`config.mk`:
```
export PLATFORM = sky130hd
export DESIGN_NAME = smr_top
export DESIGN_NICKNAME = d
export VERILOG_FILES = /design/src/hdl/smr_pkg.sv /design/src/hdl/smr_pin_if.sv /design/src/hdl/smr_pin_ctl.sv /design/src/hdl/smr_arb_retry.sv /design/src/hdl/smr_top.sv
export VERILOG_INCLUDE_DIRS = /design/src /design/src/hdl
export SDC_FILE = /design/constraint.sdc
export NUM_CORES = 1
export LEC_CHECK = 0
export CAP_MARGIN = 25
export CORE_MARGIN = 8
export CORE_UTILIZATION = 31
export CTS_BUF_LIST = sky130_fd_sc_hd__clkbuf_16
export DETAILED_ROUTE_END_ITERATION = 8
export DONT_BUFFER_PORTS = 1
export GPL_ROUTABILITY_DRIVEN = 0
export MAX_ROUTING_LAYER = met4
export PLACE_DENSITY = 0.54
export SETUP_SLACK_MARGIN = 0.02
export SKIP_LAST_GASP = 1
export SLEW_MARGIN = 20
export SYNTH_ARGS = -nofsm -noshare
export SYNTH_HDL_FRONTEND = slang
export SYNTH_SLANG_ARGS = --single-unit
```
`constraint.sdc`:
```
create_clock -name clk_sys -period 6.1 [get_ports clk_sys]
set_input_delay 0 -clock clk_sys [delete_from_list [all_inputs] [get_ports clk_sys]]
set_output_delay 0 -clock clk_sys [all_outputs]
set_load 0.02 [all_outputs]
```
`src/hdl/smr_consts.svh`:
```
// Constants of the switch misc register group: offsets, field positions,
// reset values and counts. Definitions only; included by bare name.
//
// Summary of operation
// - A 32-bit scratch register resets to zero and only stores what software writes.
// - A function-select bit at one routes its pin to the alternate function, at zero to GPIO.
// - In GPIO mode a direction bit at one makes the pin an output, at zero an input.
// - In alternate mode the direction bit is ignored and the alternate function owns the pin.
// - A no-acknowledge flag at bit 25 is set on an unexpected NACK and cleared by writing one.
// - On lost arbitration the SMBus master retries arbitration by itself.
// - After 16 consecutive lost attempts the transaction aborts and bit 26 is set, W1C.
// - A misplaced START or STOP sets bit 27, cleared by writing one.
// - A bad checksum or a missing configuration-done command sets bit 28, cleared by writing one.
// - A load into an unmapped register sets bit 29, cleared by writing one.
// - With ignore-checksum set the checksum always passes; only a missing configuration-done command then sets bit 28.
`ifndef SMR_CONSTS_SVH
`define SMR_CONSTS_SVH

// ==========================================================
// Register offsets (byte addresses in configuration space)
`define SMR_OFS_SCRATCH 12'h334
`define SMR_OFS_FUNC 12'h338
`define SMR_OFS_DIR 12'h33C
`define SMR_OFS_LEVEL 12'h340
`define SMR_OFS_STATUS 12'h344

// ==========================================================
// Status field positions
`define SMR_BIT_DONE 24
`define SMR_BIT_NACK 25
`define SMR_BIT_ARB 26
`define SMR_BIT_COND 27
`define SMR_BIT_CSUM 28
`define SMR_BIT_UNMAP 29

// ==========================================================
// Reset values and counts
`define SMR_RST_WORD 32'h0000_0000
`define SMR_RST_PINS 16'h0000
`define SMR_PIN_CNT 16
`define SMR_ARB_LIMIT 16

`endif

```
`src/hdl/smr_pkg.sv`:
```
// Types of the switch misc register group.
// Assumes the constants header is compiled alongside.
`default_nettype none
package smr_pkg;
   typedef logic [31:0] smr_word_t;
   typedef enum logic [0:0] {
      SMR_ARB_IDLE = 1'b0,
      SMR_ARB_RETRY = 1'b1
   } smr_arb_st_t;
endpackage
`default_nettype wire

```
`src/hdl/smr_pin_if.sv`:
```
// Pin control bundle between the register bank and the pin stage.
// Assumes both ends run on clk_sys.
`timescale 1ns/1ps
`default_nettype none
interface smr_pin_if #(parameter int N = 16);
   logic [N-1:0] sel;
   logic [N-1:0] dir;
   logic [N-1:0] drv;
   logic [N-1:0] lvl;
   modport ctl (output sel, output dir, output drv, input lvl);
   modport pad (input sel, input dir, input drv, output lvl);
endinterface
`default_nettype wire

```
`src/hdl/smr_pin_ctl.sv`:
```
// Pin stage: input synchroniser and output/enable mux for each pin.
// Assumes alternate-function signals come from logic on clk_sys.
`timescale 1ns/1ps
`default_nettype none
module smr_pin_ctl
   import smr_pkg::*;
#(
   parameter int N = 16
)(
   input wire logic clk_sys,
   input wire logic rst,
   input wire logic ce,
   smr_pin_if.pad pif,
   input wire logic [N-1:0] gpio_in,
   input wire logic [N-1:0] alt_out,
   input wire logic [N-1:0] alt_oe,
   output logic [N-1:0] gpio_out,
   output logic [N-1:0] gpio_oe
);
   // ==========================================================
   // Per-pin logic
   genvar i;
   generate
      for (i = 0; i < N; i++)
      begin : g_pin
         logic s1_q, s2_q, o_q, e_q, o_d, e_d;
         always_comb
         begin
            o_d = pif.sel[i] ? alt_out[i] : pif.drv[i];
            e_d = pif.sel[i] ? alt_oe[i] : pif.dir[i];
         end
         always_ff @(posedge clk_sys or posedge rst)
         begin
            if (rst)
            begin
               s1_q <= 1'b0;
               s2_q <= 1'b0;
               o_q <= 1'b0;
               e_q <= 1'b0;
            end
            else if (ce)
            begin
               s1_q <= gpio_in[i];
               s2_q <= s1_q;
               o_q <= o_d;
               e_q <= e_d;
            end
         end
         // Level seen in every mode, read back by software
         assign pif.lvl[i] = s2_q;
         assign gpio_out[i] = o_q;
         assign gpio_oe[i] = e_q;
      end
   endgenerate
endmodule
`default_nettype wire

```
`src/hdl/smr_arb_retry.sv`:
```
// Lost-arbitration tracker of the master SMBus engine.
// Assumes lost/won are one-cycle pulses on clk_sys, never both at once.
`timescale 1ns/1ps
`default_nettype none
`include "smr_consts.svh"
module smr_arb_retry
   import smr_pkg::*;
#(
   parameter int LIMIT = `SMR_ARB_LIMIT
)(
   input wire logic clk_sys,
   input wire logic rst,
   input wire logic ce,
   input wire logic arb_lost,
   input wire logic arb_won,
   output logic retry_q,
   output logic abort_q
);
   localparam int CW = $clog2(LIMIT);
   smr_arb_st_t st_q, st_d;
   logic [CW-1:0] cnt_q, cnt_d;
   logic retry_d, abort_d;
   logic last;

   // ==========================================================
   // Consecutive-loss counting
   always_comb
   begin
      st_d = st_q;
      cnt_d = cnt_q;
      retry_d = 1'b0;
      abort_d = 1'b0;
      last = (cnt_q == CW'(LIMIT - 1));
      case (st_q)
         SMR_ARB_IDLE:
         begin
            if (arb_lost)
            begin
               st_d = SMR_ARB_RETRY;
               cnt_d = CW'(1);
               retry_d = 1'b1;
            end
         end
         SMR_ARB_RETRY:
         begin
            if (arb_won)
            begin
               st_d = SMR_ARB_IDLE;
               cnt_d = '0;
            end
            else if (arb_lost && last)
            begin
               st_d = SMR_ARB_IDLE;
               cnt_d = '0;
               abort_d = 1'b1;
            end
            else if (arb_lost)
            begin
               cnt_d = cnt_q + CW'(1);
               retry_d = 1'b1;
            end
         end
         default:
         begin
            st_d = SMR_ARB_IDLE;
            cnt_d = '0;
         end
      endcase
   end

   always_ff @(posedge clk_sys or posedge rst)
   begin
      if (rst)
      begin
         st_q <= SMR_ARB_IDLE;
         cnt_q <= '0;
         retry_q <= 1'b0;
         abort_q <= 1'b0;
      end
      else if (ce)
      begin
         st_q <= st_d;
         cnt_q <= cnt_d;
         retry_q <= retry_d;
         abort_q <= abort_d;
      end
   end
endmodule
`default_nettype wire

```
`src/hdl/smr_top.sv`:
```
// Misc register group: scratch, GPIO control and SMBus/EEPROM status.
// Assumes a single-cycle configuration access port and event pulses
// from the SMBus master and EEPROM loader, all on clk_sys.
`timescale 1ns/1ps
`default_nettype none
`include "smr_consts.svh"
module smr_top
   import smr_pkg::*;
#(
   parameter int N = `SMR_PIN_CNT,
   parameter int ARB_LIMIT = `SMR_ARB_LIMIT
)(
   input wire logic clk_sys,
   input wire logic rst,
   input wire logic ce,
   input wire logic cfg_req,
   input wire logic cfg_we,
   input wire logic [11:0] cfg_addr,
   input wire logic [3:0] cfg_be,
   input wire logic [31:0] cfg_wdata,
   output logic cfg_ack,
   output logic [31:0] cfg_rdata,
   input wire logic [N-1:0] gpio_in,
   input wire logic [N-1:0] alt_out,
   input wire logic [N-1:0] alt_oe,
   output logic [N-1:0] gpio_out,
   output logic [N-1:0] gpio_oe,
   input wire logic ev_no_ack,
   input wire logic ev_bus_cond,
   input wire logic arb_lost,
   input wire logic arb_won,
   output logic smb_rearb,
   output logic smb_abort,
   input wire logic init_load_done,
   input wire logic ev_csum_bad,
   input wire logic ev_cfg_done_missing,
   input wire logic ev_unmapped,
   input wire logic ignore_init_checksum
);
   // ==========================================================
   // Decode helpers
   function automatic logic hit(input logic [11:0] a, input logic [11:0] ofs);
      hit = (a == ofs);
   endfunction

   function automatic smr_word_t be_mask(input logic [3:0] be);
      be_mask = {{8{be[3]}}, {8{be[2]}}, {8{be[1]}}, {8{be[0]}}};
   endfunction

   smr_pin_if #(.N(N)) pif ();

   smr_word_t scratch_q, scratch_d;
   logic [N-1:0] sel_q, sel_d, dir_q, dir_d, drv_q, drv_d;
   logic done_q, done_d;
   logic nack_q, nack_d, arb_q, arb_d, cond_q, cond_d;
   logic csum_q, csum_d, unmap_q, unmap_d;
   logic ack_d;
   smr_word_t rdata_d;
   smr_word_t m, w1c;
   logic wr, rd, gp_abort, csum_ev;
   logic [N-1:0] gp_out;

   // ==========================================================
   // Sub-blocks
   smr_pin_ctl #(.N(N)) u_pin (
      .clk_sys(clk_sys),
      .rst(rst),
      .ce(ce),
      .pif(pif.pad),
      .gpio_in(gpio_in),
      .alt_out(alt_out),
      .alt_oe(alt_oe),
      .gpio_out(gpio_out),
      .gpio_oe(gpio_oe)
   );

   smr_arb_retry #(.LIMIT(ARB_LIMIT)) u_arb (
      .clk_sys(clk_sys),
      .rst(rst),
      .ce(ce),
      .arb_lost(arb_lost),
      .arb_won(arb_won),
      .retry_q(smb_rearb),
      .abort_q(gp_abort)
   );

   assign smb_abort = gp_abort;
   assign pif.sel = sel_q;
   assign pif.dir = dir_q;
   assign pif.drv = drv_q;

   // ==========================================================
   // Register write path
   always_comb
   begin
      wr = cfg_req && cfg_we;
      rd = cfg_req && !cfg_we;
      m = wr ? be_mask(cfg_be) : '0;
      gp_out = ~sel_q & dir_q;
      // A one written clears a status flag other than done; an event in the same cycle wins
      w1c = hit(cfg_addr, `SMR_OFS_STATUS) ? (m & cfg_wdata) : '0;
      // Ignored checksum always passes
      csum_ev = (ev_csum_bad && !ignore_init_checksum) || ev_cfg_done_missing;
      scratch_d = scratch_q;
      sel_d = sel_q;
      dir_d = dir_q;
      drv_d = drv_q;
      if (hit(cfg_addr, `SMR_OFS_SCRATCH))
         scratch_d = (scratch_q & ~m) | (cfg_wdata & m);
      if (hit(cfg_addr, `SMR_OFS_FUNC))
         sel_d = (sel_q & ~m[N-1:0]) | (cfg_wdata[N-1:0] & m[N-1:0]);
      if (hit(cfg_addr, `SMR_OFS_DIR))
         dir_d = (dir_q & ~m[N-1:0]) | (cfg_wdata[N-1:0] & m[N-1:0]);
      if (hit(cfg_addr, `SMR_OFS_LEVEL))
         drv_d = (drv_q & ~(m[N-1:0] & gp_out)) | (cfg_wdata[N-1:0] & m[N-1:0] & gp_out);
      done_d = done_q | init_load_done;
      nack_d = (nack_q & ~w1c[`SMR_BIT_NACK]) | ev_no_ack;
      arb_d = (arb_q & ~w1c[`SMR_BIT_ARB]) | gp_abort;
      cond_d = (cond_q & ~w1c[`SMR_BIT_COND]) | ev_bus_cond;
      csum_d = (csum_q & ~w1c[`SMR_BIT_CSUM]) | csum_ev;
      unmap_d = (unmap_q & ~w1c[`SMR_BIT_UNMAP]) | ev_unmapped;
   end

   // ==========================================================
   // Register read path; unmapped offsets read as zero
   always_comb
   begin
      ack_d = cfg_req;
      rdata_d = '0;
      if (rd)
      begin
         case (cfg_addr)
            `SMR_OFS_SCRATCH: rdata_d = scratch_q;
            `SMR_OFS_FUNC: rdata_d[N-1:0] = sel_q;
            `SMR_OFS_DIR: rdata_d[N-1:0] = dir_q;
            `SMR_OFS_LEVEL: rdata_d[N-1:0] = pif.lvl;
            `SMR_OFS_STATUS:
            begin
               rdata_d[`SMR_BIT_DONE] = done_q;
               rdata_d[`SMR_BIT_NACK] = nack_q;
               rdata_d[`SMR_BIT_ARB] = arb_q;
               rdata_d[`SMR_BIT_COND] = cond_q;
               rdata_d[`SMR_BIT_CSUM] = csum_q;
               rdata_d[`SMR_BIT_UNMAP] = unmap_q;
            end
            default: rdata_d = '0;
         endcase
      end
   end

   always_ff @(posedge clk_sys or posedge rst)
   begin
      if (rst)
      begin
         scratch_q <= `SMR_RST_WORD;
         sel_q <= `SMR_RST_PINS;
         dir_q <= `SMR_RST_PINS;
         drv_q <= `SMR_RST_PINS;
         done_q <= 1'b0;
         nack_q <= 1'b0;
         arb_q <= 1'b0;
         cond_q <= 1'b0;
         csum_q <= 1'b0;
         unmap_q <= 1'b0;
         cfg_ack <= 1'b0;
         cfg_rdata <= `SMR_RST_WORD;
      end
      else if (ce)
      begin
         scratch_q <= scratch_d;
         sel_q <= sel_d;
         dir_q <= dir_d;
         drv_q <= drv_d;
         done_q <= done_d;
         nack_q <= nack_d;
         arb_q <= arb_d;
         cond_q <= cond_d;
         csum_q <= csum_d;
         unmap_q <= unmap_d;
         cfg_ack <= ack_d;
         cfg_rdata <= rdata_d;
      end
   end
endmodule
`default_nettype wire

```
==> results of run 1 <==
logic make-up (layout without fill, tap and decap cells):
family          count (synthesis)  after routing  share of synthesized area [%]
compound gates                131            131                           10.8
fa+ha+maj                       1              1                          0.148
buf+inv                        75            140                           5.09
flops                         190            190                           56.4
mux                           147            147                           19.4
other cells                     0              3                              0
simple gates                  124            124                           8.20
power by group through the flow:
stage	clock [mW]	sequential (mW)	combinational (mW)
finish	1.23	1.37	0.187
global route	1.32	1.38	0.210
CTS	1.26	1.37	0.190
detailed placement	0	1.40	0.118
global placement	0	1.39	0.111
floorplan	0	1.36	0.146
per-stage QoR:
stage / total power, mW / setup slack (ns)
final: 2.79 / 4.33
after global routing: 2.91 / 4.05
after CTS: 2.83 / 4.29
after detailed placement: 1.51 / 3.96
after global placement: 1.50 / 3.98
after floorplan: 1.51 / 0.930
cell usage after synthesis, types with 2 or more instances:
cell type,n
nor2b_1,18
clkbuf_1,21
nand3_1,32
buf_4,32
nor4_1,2
a22o_1,16
dfrtp_1,190
buf_6,2
mux2i_1,34
a21o_1,2
o2bb2ai_1,34
buf_2,10
mux2_2,98
buf_1,5
a22oi_1,22
and3_1,3
mux2_4,7
and4_1,4
mux2_1,8
nor3_1,2
inv_1,4
a21oi_1,49
o21ai_0,5
nor2_1,34
nand2_1,12
nor4bb_1,2
and2_1,2
worst max-delay path: stages, from the launching register on:
cell	delay (ns)
dfrtp_1	0.42
ha_1	0.24
nand4_1	0.17
nand2b_1	0.15
a31oi_1	0.10
dlygate4sd3_1	0.58
cell type report:
class,count,share of cell area (%)
Antenna cell,3,0.0737
Clock inverter,14,2.09
Inverter,5,0.258
Tap cell,341,4.19
Timing Repair Buffer,104,10.4
Clock buffer,17,4.18
Multi-Input combinational cell,403,32.1
Sequential cell,190,46.7
path summary, 6_finish.rpt:
path                       slack [ns]                  end  depth (start not counted)      startpoint
min                              0.02         cfg_rdata[7]                          4     cfg_addr[2]
min reg2reg                      0.47               done_q                          1          done_q
min in group asynchronous        0.22  u_pin.g_pin[4].s1_q                          2             rst
max in group asynchronous        4.37  u_pin.g_pin[15].o_q                          3             rst
max                              4.33           u_arb.st_q                          5  u_arb.cnt_q[0]
max reg2reg                      4.33           u_arb.st_q                          5  u_arb.cnt_q[0]
repair_timing:
action | 4_1_cts | 5_1_grt
gates resized for setup | 0 | 0
setup endpoints to repair | 0 | 0
hold buffers | 96 | 0
endpoints found under the hold margin | 283 | 0
metal layers:
metal	vias to the layer above	share of wire [%]
li1	2527	-
met1	2736	43
met2	146	49
met5	-	0
met4	0	1.4
met3	16	6.8
==> results by group, run 1 <==
Global route
  – GRT busiest layer: met2
  – Pin count of the biggest net entering global routing: roughly 120
  – GR Util met2: a little under a quarter
  – Grt ovf: 0
  – GRT Util Overall: 14.5%
  – First-pass GRT wire length: 36,000 um
  – Number of global-route vias before repair: roughly 5,900
  – Initial antenna violation count: 3
  – GR Util met3: under 10%
  – M1 GR Usage: 17.2%

Floorplanning
  – Starting Density: 31.5%
  – DIE AREA: 32,700 um2
  – Number of cell rows: 60
  – Chip Width: 181 um
  – CORE AREA: approximately 27,000 um2
  – Die H: around 180 um
  – # IOs: 177

Worst hold path
  – Worst Hold Class: input pin to register

Yosys
  – Number of synthesized flops with an enable pin: 0
  – Synth cell types: 45
  – Largest area contributor in the netlist: dfrtp_1
  – Syn. warnings: 0
  – Post-synth top area share: 56.4%
  – Post-synthesis sequential area ratio: 56.4%
  – Syn Nets: 779
  – Synth async-reset ratio: 100%
  – Synth Register Bits: 190
  – Netlist Area Pre-Place: roughly 8400 um2
  – Post-synth top flop: dfrtp_1
  – Post-Syn Instances: 668
  – Syn Area/Cell: 12.6 um2
  – Top cells by area, synth: dfrtp_1 56%, mux2_2 13%, mux2i_1 4.0%

STA
  – Period utilisation layout: a little under 30%
  – RSZ-0062 raised after global routing: false
  – Tightest Pin Transition: between 0.9 and 1 ns
  – TNS Setup: 0 ns
  – Slew Limit Fails: 0
  – Fmax: 565 MHz
  – Number of hold violations in the final report: 0
  – Slew HR: a little under two fifths
  – Final Setup Violations: 0
  – Hold Slack: between 0.02 and 0.025 ns
  – Period minus WS final: approximately 1.8 ns
  – Clk_skew: 0.0100 ns

Place
  – Placed Cells: 947
  – Port bufs: 0
  – Hpwl dp: approximately 16,000 um
  – Post-DP Area: 8560 um2

Detailed routing
  – DR WL/cell: about 21 um
  – DRC violation count after routing: 0
  – Drt total wl: 22,900 um
  – Routed vias/inst: 5.04
  – 1st-pass router iterations: 5
  – Via count: 5,425
  – Drt initial violations: 333
  – Post-route ant nets: 0

Run
  – Max Cap Viol: 0

Critical path
  – Startpoint Class: register
  – CP arrival: 2.08 ns
  – WP data required: 6.41 ns
  – CP Max Fanout: 4
  – CP Capture Type: register
  – Crit Path Category: register to register

Final layout
  – Multi-input logic area: 3270 um2
  – Commonest non-fill, non-tap cell in the layout: dfrtp_1
  – Area grow syn2layout: 20.7%
  – Layout Cells excl Fill: about 1,100
  – Final Core Density: 38.0%
  – Post-route design area: 10,200 um2
  – Seq. cell area: 4750 um2
  – Fill cells: 2,485
  – Most frequent cells in the layout: 190 x dfrtp_1, 98 x mux2_2, 95 x dlygate4sd3_1, 49 x a21oi_1
  – # nets final: 832
  – Share of cells above drive strength 1: approximately a fifth

Clock tree
  – CTS Buf Count: 17
  – H-tree depth: 4
  – Root Buffer Master: clkbuf_16
  – Reg clk slew, reported paths: 0.07 ns
  – CTS tree: yes
  – Maximum clock insertion buffer count: 2
  – Clock Sinks: 190
  – Clock Latency Late Sink: 0.42 ns
  – Postcts setup bufs: 0

Power and ir drop
  – Switching power total: 655 uW
  – P per Cell Area: 274 nW/um2
  – Sequential share of power: 49.1%
  – Clock share of power: 44.1%
  – Power Internal: 2.14 mW
  – Max VDD drop: 0.179 mV
  – Combinational share of power: 6.7%
  – Sw Share: 23.5%
  – Leakage: 4.45 nW

Status
  – Status: finished, final reports clean
(Power assumes the default switching activity.)
==> run 2: changes to the inputs <==
==> constraint.sdc (replaced) <==
create_clock -name clk_sys -period 1.7 [get_ports clk_sys]
set_input_delay 0 -clock clk_sys [delete_from_list [all_inputs] [get_ports clk_sys]]
set_output_delay 0 -clock clk_sys [all_outputs]
set_load 0.02 [all_outputs]
==> results by group, run 2 (synthesized netlist as in run 1, its figures left out) <==
Status
  – Status: finished, final reports clean

Critical path
  – Max incr delay on CP: 0.61 ns
  – Crit Path Category: input pin to register
  – CP arrival: 1.96 ns
  – Critical path's slowest cell: dlygate4sd3_1
  – Worst-path cell chain: dlygate4sd3_1 -> nor4_1 -> buf_4 -> nand3_1 -> a22o_1 -> dlygate4sd3_1
  – WP data required: 2.01 ns
  – CP Max Fanout: 11
  – CP Capture Type: register
  – Startpoint Class: input pin
  – Most Frequent Cell on Critical Path: dlygate4sd3_1

Clock tree
  – H-tree depth: 4
  – Maximum clock insertion buffer count: 2
  – Post-CTS Hold Fix Bufs: 100
  – Root Buffer Master: clkbuf_16
  – Postcts setup bufs: 0
  – Reg clk slew, reported paths: around 0.070 ns
  – CTS tree: yes
  – Resize count post-CTS: 0
  – Clock Sinks: 190
  – CTS Buf Count: 17
  – Clock Latency Late Sink: around 0.43 ns

Global route
  – GRT Util Overall: 14.7%
  – First-pass GRT wire length: 36,100 um
  – Number of global-route vias before repair: 5,956
  – Pin count of the biggest net entering global routing: 100
  – Grt ovf: 0
  – Initial antenna violation count: 6

Power and ir drop
  – Leakage: 4.52 nW
  – P per Cell Area: 906 nW/um2
  – Max VDD drop: 0.586 mV

STA
  – Final setup margin: 0.0531 ns
  – Clk_skew: 0.0104 ns
  – Period utilisation layout: 96.9%
  – Slew Limit Fails: 0
  – Fmax: 607 MHz
  – Period minus WS final: ~1.6 ns
  – RSZ-0062 raised after global routing: false
  – Slew HR: 61.8%
  – Number of hold violations in the final report: 0
  – Hold Slack: 0.0206 ns
  – Tightest Pin Transition: 0.573 ns
  – Final Setup Violations: 0

Place
  – Placed Cells: 962
  – Port bufs: 0
  – Dpl ws: -0.0467 ns
  – Hpwl dp: about 16,000 um

Final layout
  – Seq. cell area: around 4800 um2
  – Most frequent cells in the layout: 190 x dfrtp_1, 99 x dlygate4sd3_1, 98 x mux2_2, 49 x a21oi_1
  – # nets final: 851
  – Multi-input logic area: 3270 um2
  – Layout Cells excl Fill: ~1,100
  – Share of cells above drive strength 1: 22.3%
  – Area grow syn2layout: 22.3%
  – Commonest non-fill, non-tap cell in the layout: dfrtp_1
  – Fill cells: approximately 2,500

Run
  – Max Cap Viol: 0

Floorplanning
  – DIE AREA: around 33,000 um2
  – Chip Width: 181 um
  – Die H: around 180 um
  – Number of cell rows: 60
  – CORE AREA: 26,800 um2
  – Starting Density: 31.5%
  – # IOs: 177

Detailed routing
  – DR WL/cell: roughly 21 um
  – 1st-pass router iterations: 6
  – DRC violation count after routing: 0
  – Drt initial violations: 202
  – Via count: 5,598
  – Drt total wl: approximately 23,000 um
  – Routed vias/inst: 5.08
  – Post-route ant nets: 0

Worst hold path
  – Worst Hold Class: input pin to register
run 2: cell count changes in the layout (fill, tap and decap cells not counted), moves of 4 or more:
cell	before	now
dlygate4sd3_1	95	99
buf_12	0	7
clkinvlp_4	2	6
buf_4	7	16
clkinv_4	0	4
diode_2	3	7
bufinv_16	5	0
run 2: worst max-delay path: cells and delay by family:
kind                   cells  cell delay [ns]
and+or+nand+nor            2             0.39
buffers and inverters      3             1.39
AOI/OAI and AO/OA          1             0.18
run 2: final cells by class:
class / count / area share, %
multi-input cells: 403 / 31.7
inverters: 5 / 0.218
flip-flops and latches: 190 / 46.1
clock buffers: 17 / 4.13
well taps: 341 / 4.14
diodes: 7 / 0.170
clock inverters: 15 / 1.14
repair buffers: 123 / 12.4
run 2: metal layers:
layer	vias up	GRT usage (%)	routed length [um]
met2	151	24.0	11700
met5	-	-	0
li1	2568	-	-
met1	2861	17.0	9520
met3	18	5.12	1760
met4	0	3.94	233
run 2: worst paths after layout:
path	startpoint	depth (start not counted)	end	slack [ns]
min in group asynchronous	rst	3	u_pin.g_pin[2].s1_q	0.20
hold reg to reg	register	1	cfg_rdata[17]	0.49
setup reg to reg	register	4	u_pin.g_pin[2].e_q	0.20
max in group asynchronous	rst	3	u_pin.g_pin[9].s2_q	1.02
hold / removal	cfg_addr[2]	4	cfg_rdata[6]	0.02
setup / recovery	cfg_addr[7]	6	nack_q	0.05
run 2: per-stage QoR:
| stage | utilization (%) | area (um2) | power [mW] | TNS, ns |
|---|---|---|---|---|
| after floorplan | - | 8440 | 5.41 | -142.21 |
| after global placement | 32.6 | 8730 | 5.40 | 0 |
| after detailed placement | 32.6 | 8730 | 5.44 | -0.247 |
| after CTS | 38.4 | 10300 | 9.46 | 0 |
| after global routing | 38.5 | 10300 | 9.73 | 0 |
| final | 38.5 | 10300 | 9.34 | 0 |
run 2: power by group:
part	internal, mW	switching, mW
Combinational	0.361	0.316
Clock	1.89	1.85
Sequential	4.70	0.215
Total	6.96	2.38
==> run 3: changes to the inputs <==
--- a/config.mk
+++ b/config.mk
@@ -13,6 +13,7 @@
 export DETAILED_ROUTE_END_ITERATION = 8
 export DONT_BUFFER_PORTS = 1
 export GPL_ROUTABILITY_DRIVEN = 0
+export GPL_TIMING_DRIVEN = 0
 export MAX_ROUTING_LAYER = met4
 export PLACE_DENSITY = 0.54
 export SETUP_SLACK_MARGIN = 0.02
@@ -20,4 +21,5 @@
 export SLEW_MARGIN = 20
 export SYNTH_ARGS = -nofsm -noshare
 export SYNTH_HDL_FRONTEND = slang
+export SYNTH_HIERARCHICAL = 1
 export SYNTH_SLANG_ARGS = --single-unit
==> results by group, run 3 <==
Yosys
  – Post-Syn Instances: 680
  – Post-synthesis sequential area ratio: a little over half
  – Post-synth top flop: dfrtp_1
  – Syn. warnings: 6
  – Number of synthesized flops with an enable pin: 0
  – Largest area contributor in the netlist: dfrtp_1
  – Syn Nets: ~800
  – Post-synth top cells: 190 x dfrtp_1, 80 x mux2_2, 48 x buf_4, 48 x mux2i_1, 37 x nor2_1
  – Syn Area/Cell: 13.0 um2
  – Top cells by area, synth: dfrtp_1 54%, mux2_2 10%, mux2i_1 5.4%
  – Top-count cell post-synth: dfrtp_1
  – Synth cell types: 51
  – Netlist Area Pre-Place: 8870 um2
  – Post-synth top area share: 53.6%
  – Synth Register Bits: 190
  – Synth async-reset ratio: 100%

Critical path
  – Critical path's slowest cell: dlygate4sd3_1
  – Buf/Inv on CP: 2
  – FF-to-FF setup slack: 0.26 ns
  – Reg-to-Reg End: u_arb/cnt_q[3]
  – WP data required: 2.05 ns
  – Cell family with most CP delay: buffers and inverters
  – CP Capture Type: register
  – FF-to-FF Start: u_arb/cnt_q[0]
  – CP Max Fanout: 10
  – Reg2reg path depth: 4
  – CP arrival: around 2 ns
  – Startpoint Class: input pin
  – Max incr delay on CP: 0.61 ns
  – Worst-path cell chain: dlygate4sd3_1 -> nor4_2 -> nand3_1 -> clkbuf_2 -> o2bb2ai_1
  – Crit Path Category: input pin to register

Status
  – Status: finished, final reports clean

Worst hold path
  – WHS Endpoint: cfg_rdata[13]
  – Hold Crit Start: cfg_addr[5]
  – Worst Hold Class: input pin to register
  – Min-Delay Path Depth: 3

Detailed routing
  – Routed vias/inst: 4.84
  – DR WL/cell: 20.5 um
  – 1st-pass router iterations: 4
  – Drt total wl: around 25,000 um
  – Post-route ant nets: 0
  – Drt initial violations: 280
  – DRC violation count after routing: 0
  – Via count: 5,830

Clock tree
  – CTS tree: yes
  – Clock Sinks: 190
  – CTS Buf Count: 17
  – Root Buffer Master: clkbuf_16
  – H-tree depth: 4
  – Clock Latency Late Sink: 0.44 ns
  – Reg clk slew, reported paths: 0.08 ns
  – Maximum clock insertion buffer count: 2

Global route
  – M1 GR Usage: approximately a fifth
  – Pin count of the biggest net entering global routing: 37
  – Number of global-route vias before repair: 6,420
  – Grt ovf: 0
  – Initial antenna violation count: 0
  – GR Util met2: 23.7%
  – GR Util met3: under 10%
  – GRT busiest layer: met2
  – First-pass GRT wire length: 38,600 um
  – GRT Util Overall: ~15%

Final layout
  – # nets final: 919
  – Layout Cells excl Fill: 1,205
  – Fill cells: 2,750
  – Seq. cell area: 4750 um2
  – Final Core Density: 39.3%
  – Most frequent cells in the layout: 190 x dfrtp_1, 99 x dlygate4sd3_1, 70 x mux2_2, 50 x buf_4, 48 x mux2i_1
  – Ant diodes: 0
  – Commonest non-fill, non-tap cell in the layout: dfrtp_1
  – Multi-input logic area: 3590 um2
  – Area grow syn2layout: 26.2%
  – Post-route design area: 11,200 um2
  – Share of cells above drive strength 1: 31.4%

Place
  – Hpwl dp: 17,800 um
  – Post-DP Area: 9520 um2
  – Placed Cells: between 1,000 and 1,500
  – Port bufs: 0

Floorplanning
  – Starting Density: 31.2%
  – DIE AREA: 34,300 um2
  – # IOs: 177
  – Die H: 185 um
  – Number of cell rows: 62
  – CORE AREA: around 28,000 um2
  – Chip Width: 185 um

STA
  – Tightest Pin Transition: 0.674 ns
  – Final Setup Violations: 0
  – TNS Setup: 0 ns
  – Slew HR: 54.7%
  – Slew Limit Fails: 0
  – RSZ-0062 raised after global routing: false
  – Period minus WS final: 1.60 ns
  – Clk_skew: 0.0110 ns
  – Fmax: just over 600 MHz
  – Period utilisation layout: 94.3%
  – Number of hold violations in the final report: 0

Power and ir drop
  – Final Power: between 9 and 10 mW
  – P per Cell Area: 884 nW/um2
  – Max VDD drop: 0.568 mV
  – Leakage: 5.00 nW

Run
  – Max Cap Viol: 0
run 3: cell types whose count changed after synthesis, moves of 16 or more:
cell      delta
a22oi_1     -22
buf_4       +16
mux2_4      +25
a21oi_1     -22
a32oi_1     +16
nor2b_1     -17
nand3b_1    +16
mux2_2      -18
run 3: repair_timing:
action / in CTS / in global routing
resized for setup: 5 / 4
hold buffers: 96 / 3
setup endpoints to repair: 49 / 15
pin swaps: 3 / 1
setup buffers: 3 / 2
hold endpoints to repair: 317 / 6
cloned: 0 / 0
run 3: metal layers:
metal	vias up	wire (um)	share of wire, %
met5	-	0	0
met4	0	314	1.3
met3	16	1250	5.1
met2	117	11700	47
met1	2961	11400	46
li1	2736	-	-
run 3: stage by stage:
stage                     worst slack, ns  hold slack (ns)
after floorplan                   -0.0875           -0.197
after global placement             -0.913           -0.152
after detailed placement           -0.634           -0.146
after CTS                          0.0216          -0.0397
after global routing               0.0490           0.0175
final                              0.0964           0.0175
run 3: cell type report:
class / count / share of cell area, %
buffer: 83 / 5.24
clock buffer: 17 / 3.80
clock inverter: 15 / 1.35
inverter: 8 / 0.324
multi-input combinational: 399 / 32.1
sequential: 190 / 42.5
tap: 384 / 4.29
timing repair buffer: 109 / 10.4
run 3: worst register-to-register path, cell delays in order, from the launching register on:
cell	delay, ns
dfrtp_1	0.40
ha_1	0.27
nand4_1	0.15
a311o_1	0.29
a22o_1	0.23
run 3: how the worst max path moves through the flow:
stage	from	end	slack (ns)	cells after the start
CTS	cfg_addr[2]	cfg_rdata[2]	0.02	7
global route	cfg_addr[2]	register	0.05	6
floorplan	cfg_addr[11]	register	-0.09	5
global placement	rst	u_pin/g_pin[7].o_q	-0.91	1
detailed placement	cfg_addr[2]	register	-0.63	6
finish	cfg_we	cfg_rdata[7]	0.1	5
run 3: report_power, final:
group | internal, mW | switching, mW
registers | 4.69 | 0.123
logic | 0.562 | 0.490
clock network | 2.08 | 1.95
total | 7.33 | 2.57
run 3: kinds of logic after synthesis:
family                     after synthesis  share of synthesized area, %
AOI/OAI and AO/OA                      113                          9.86
adders and majority gates                1                         0.141
buffers and inverters                   91                          6.84
DFF                                    190                          53.6
muxes                                  161                          21.1
and+or+nand+nor                        124                          8.45
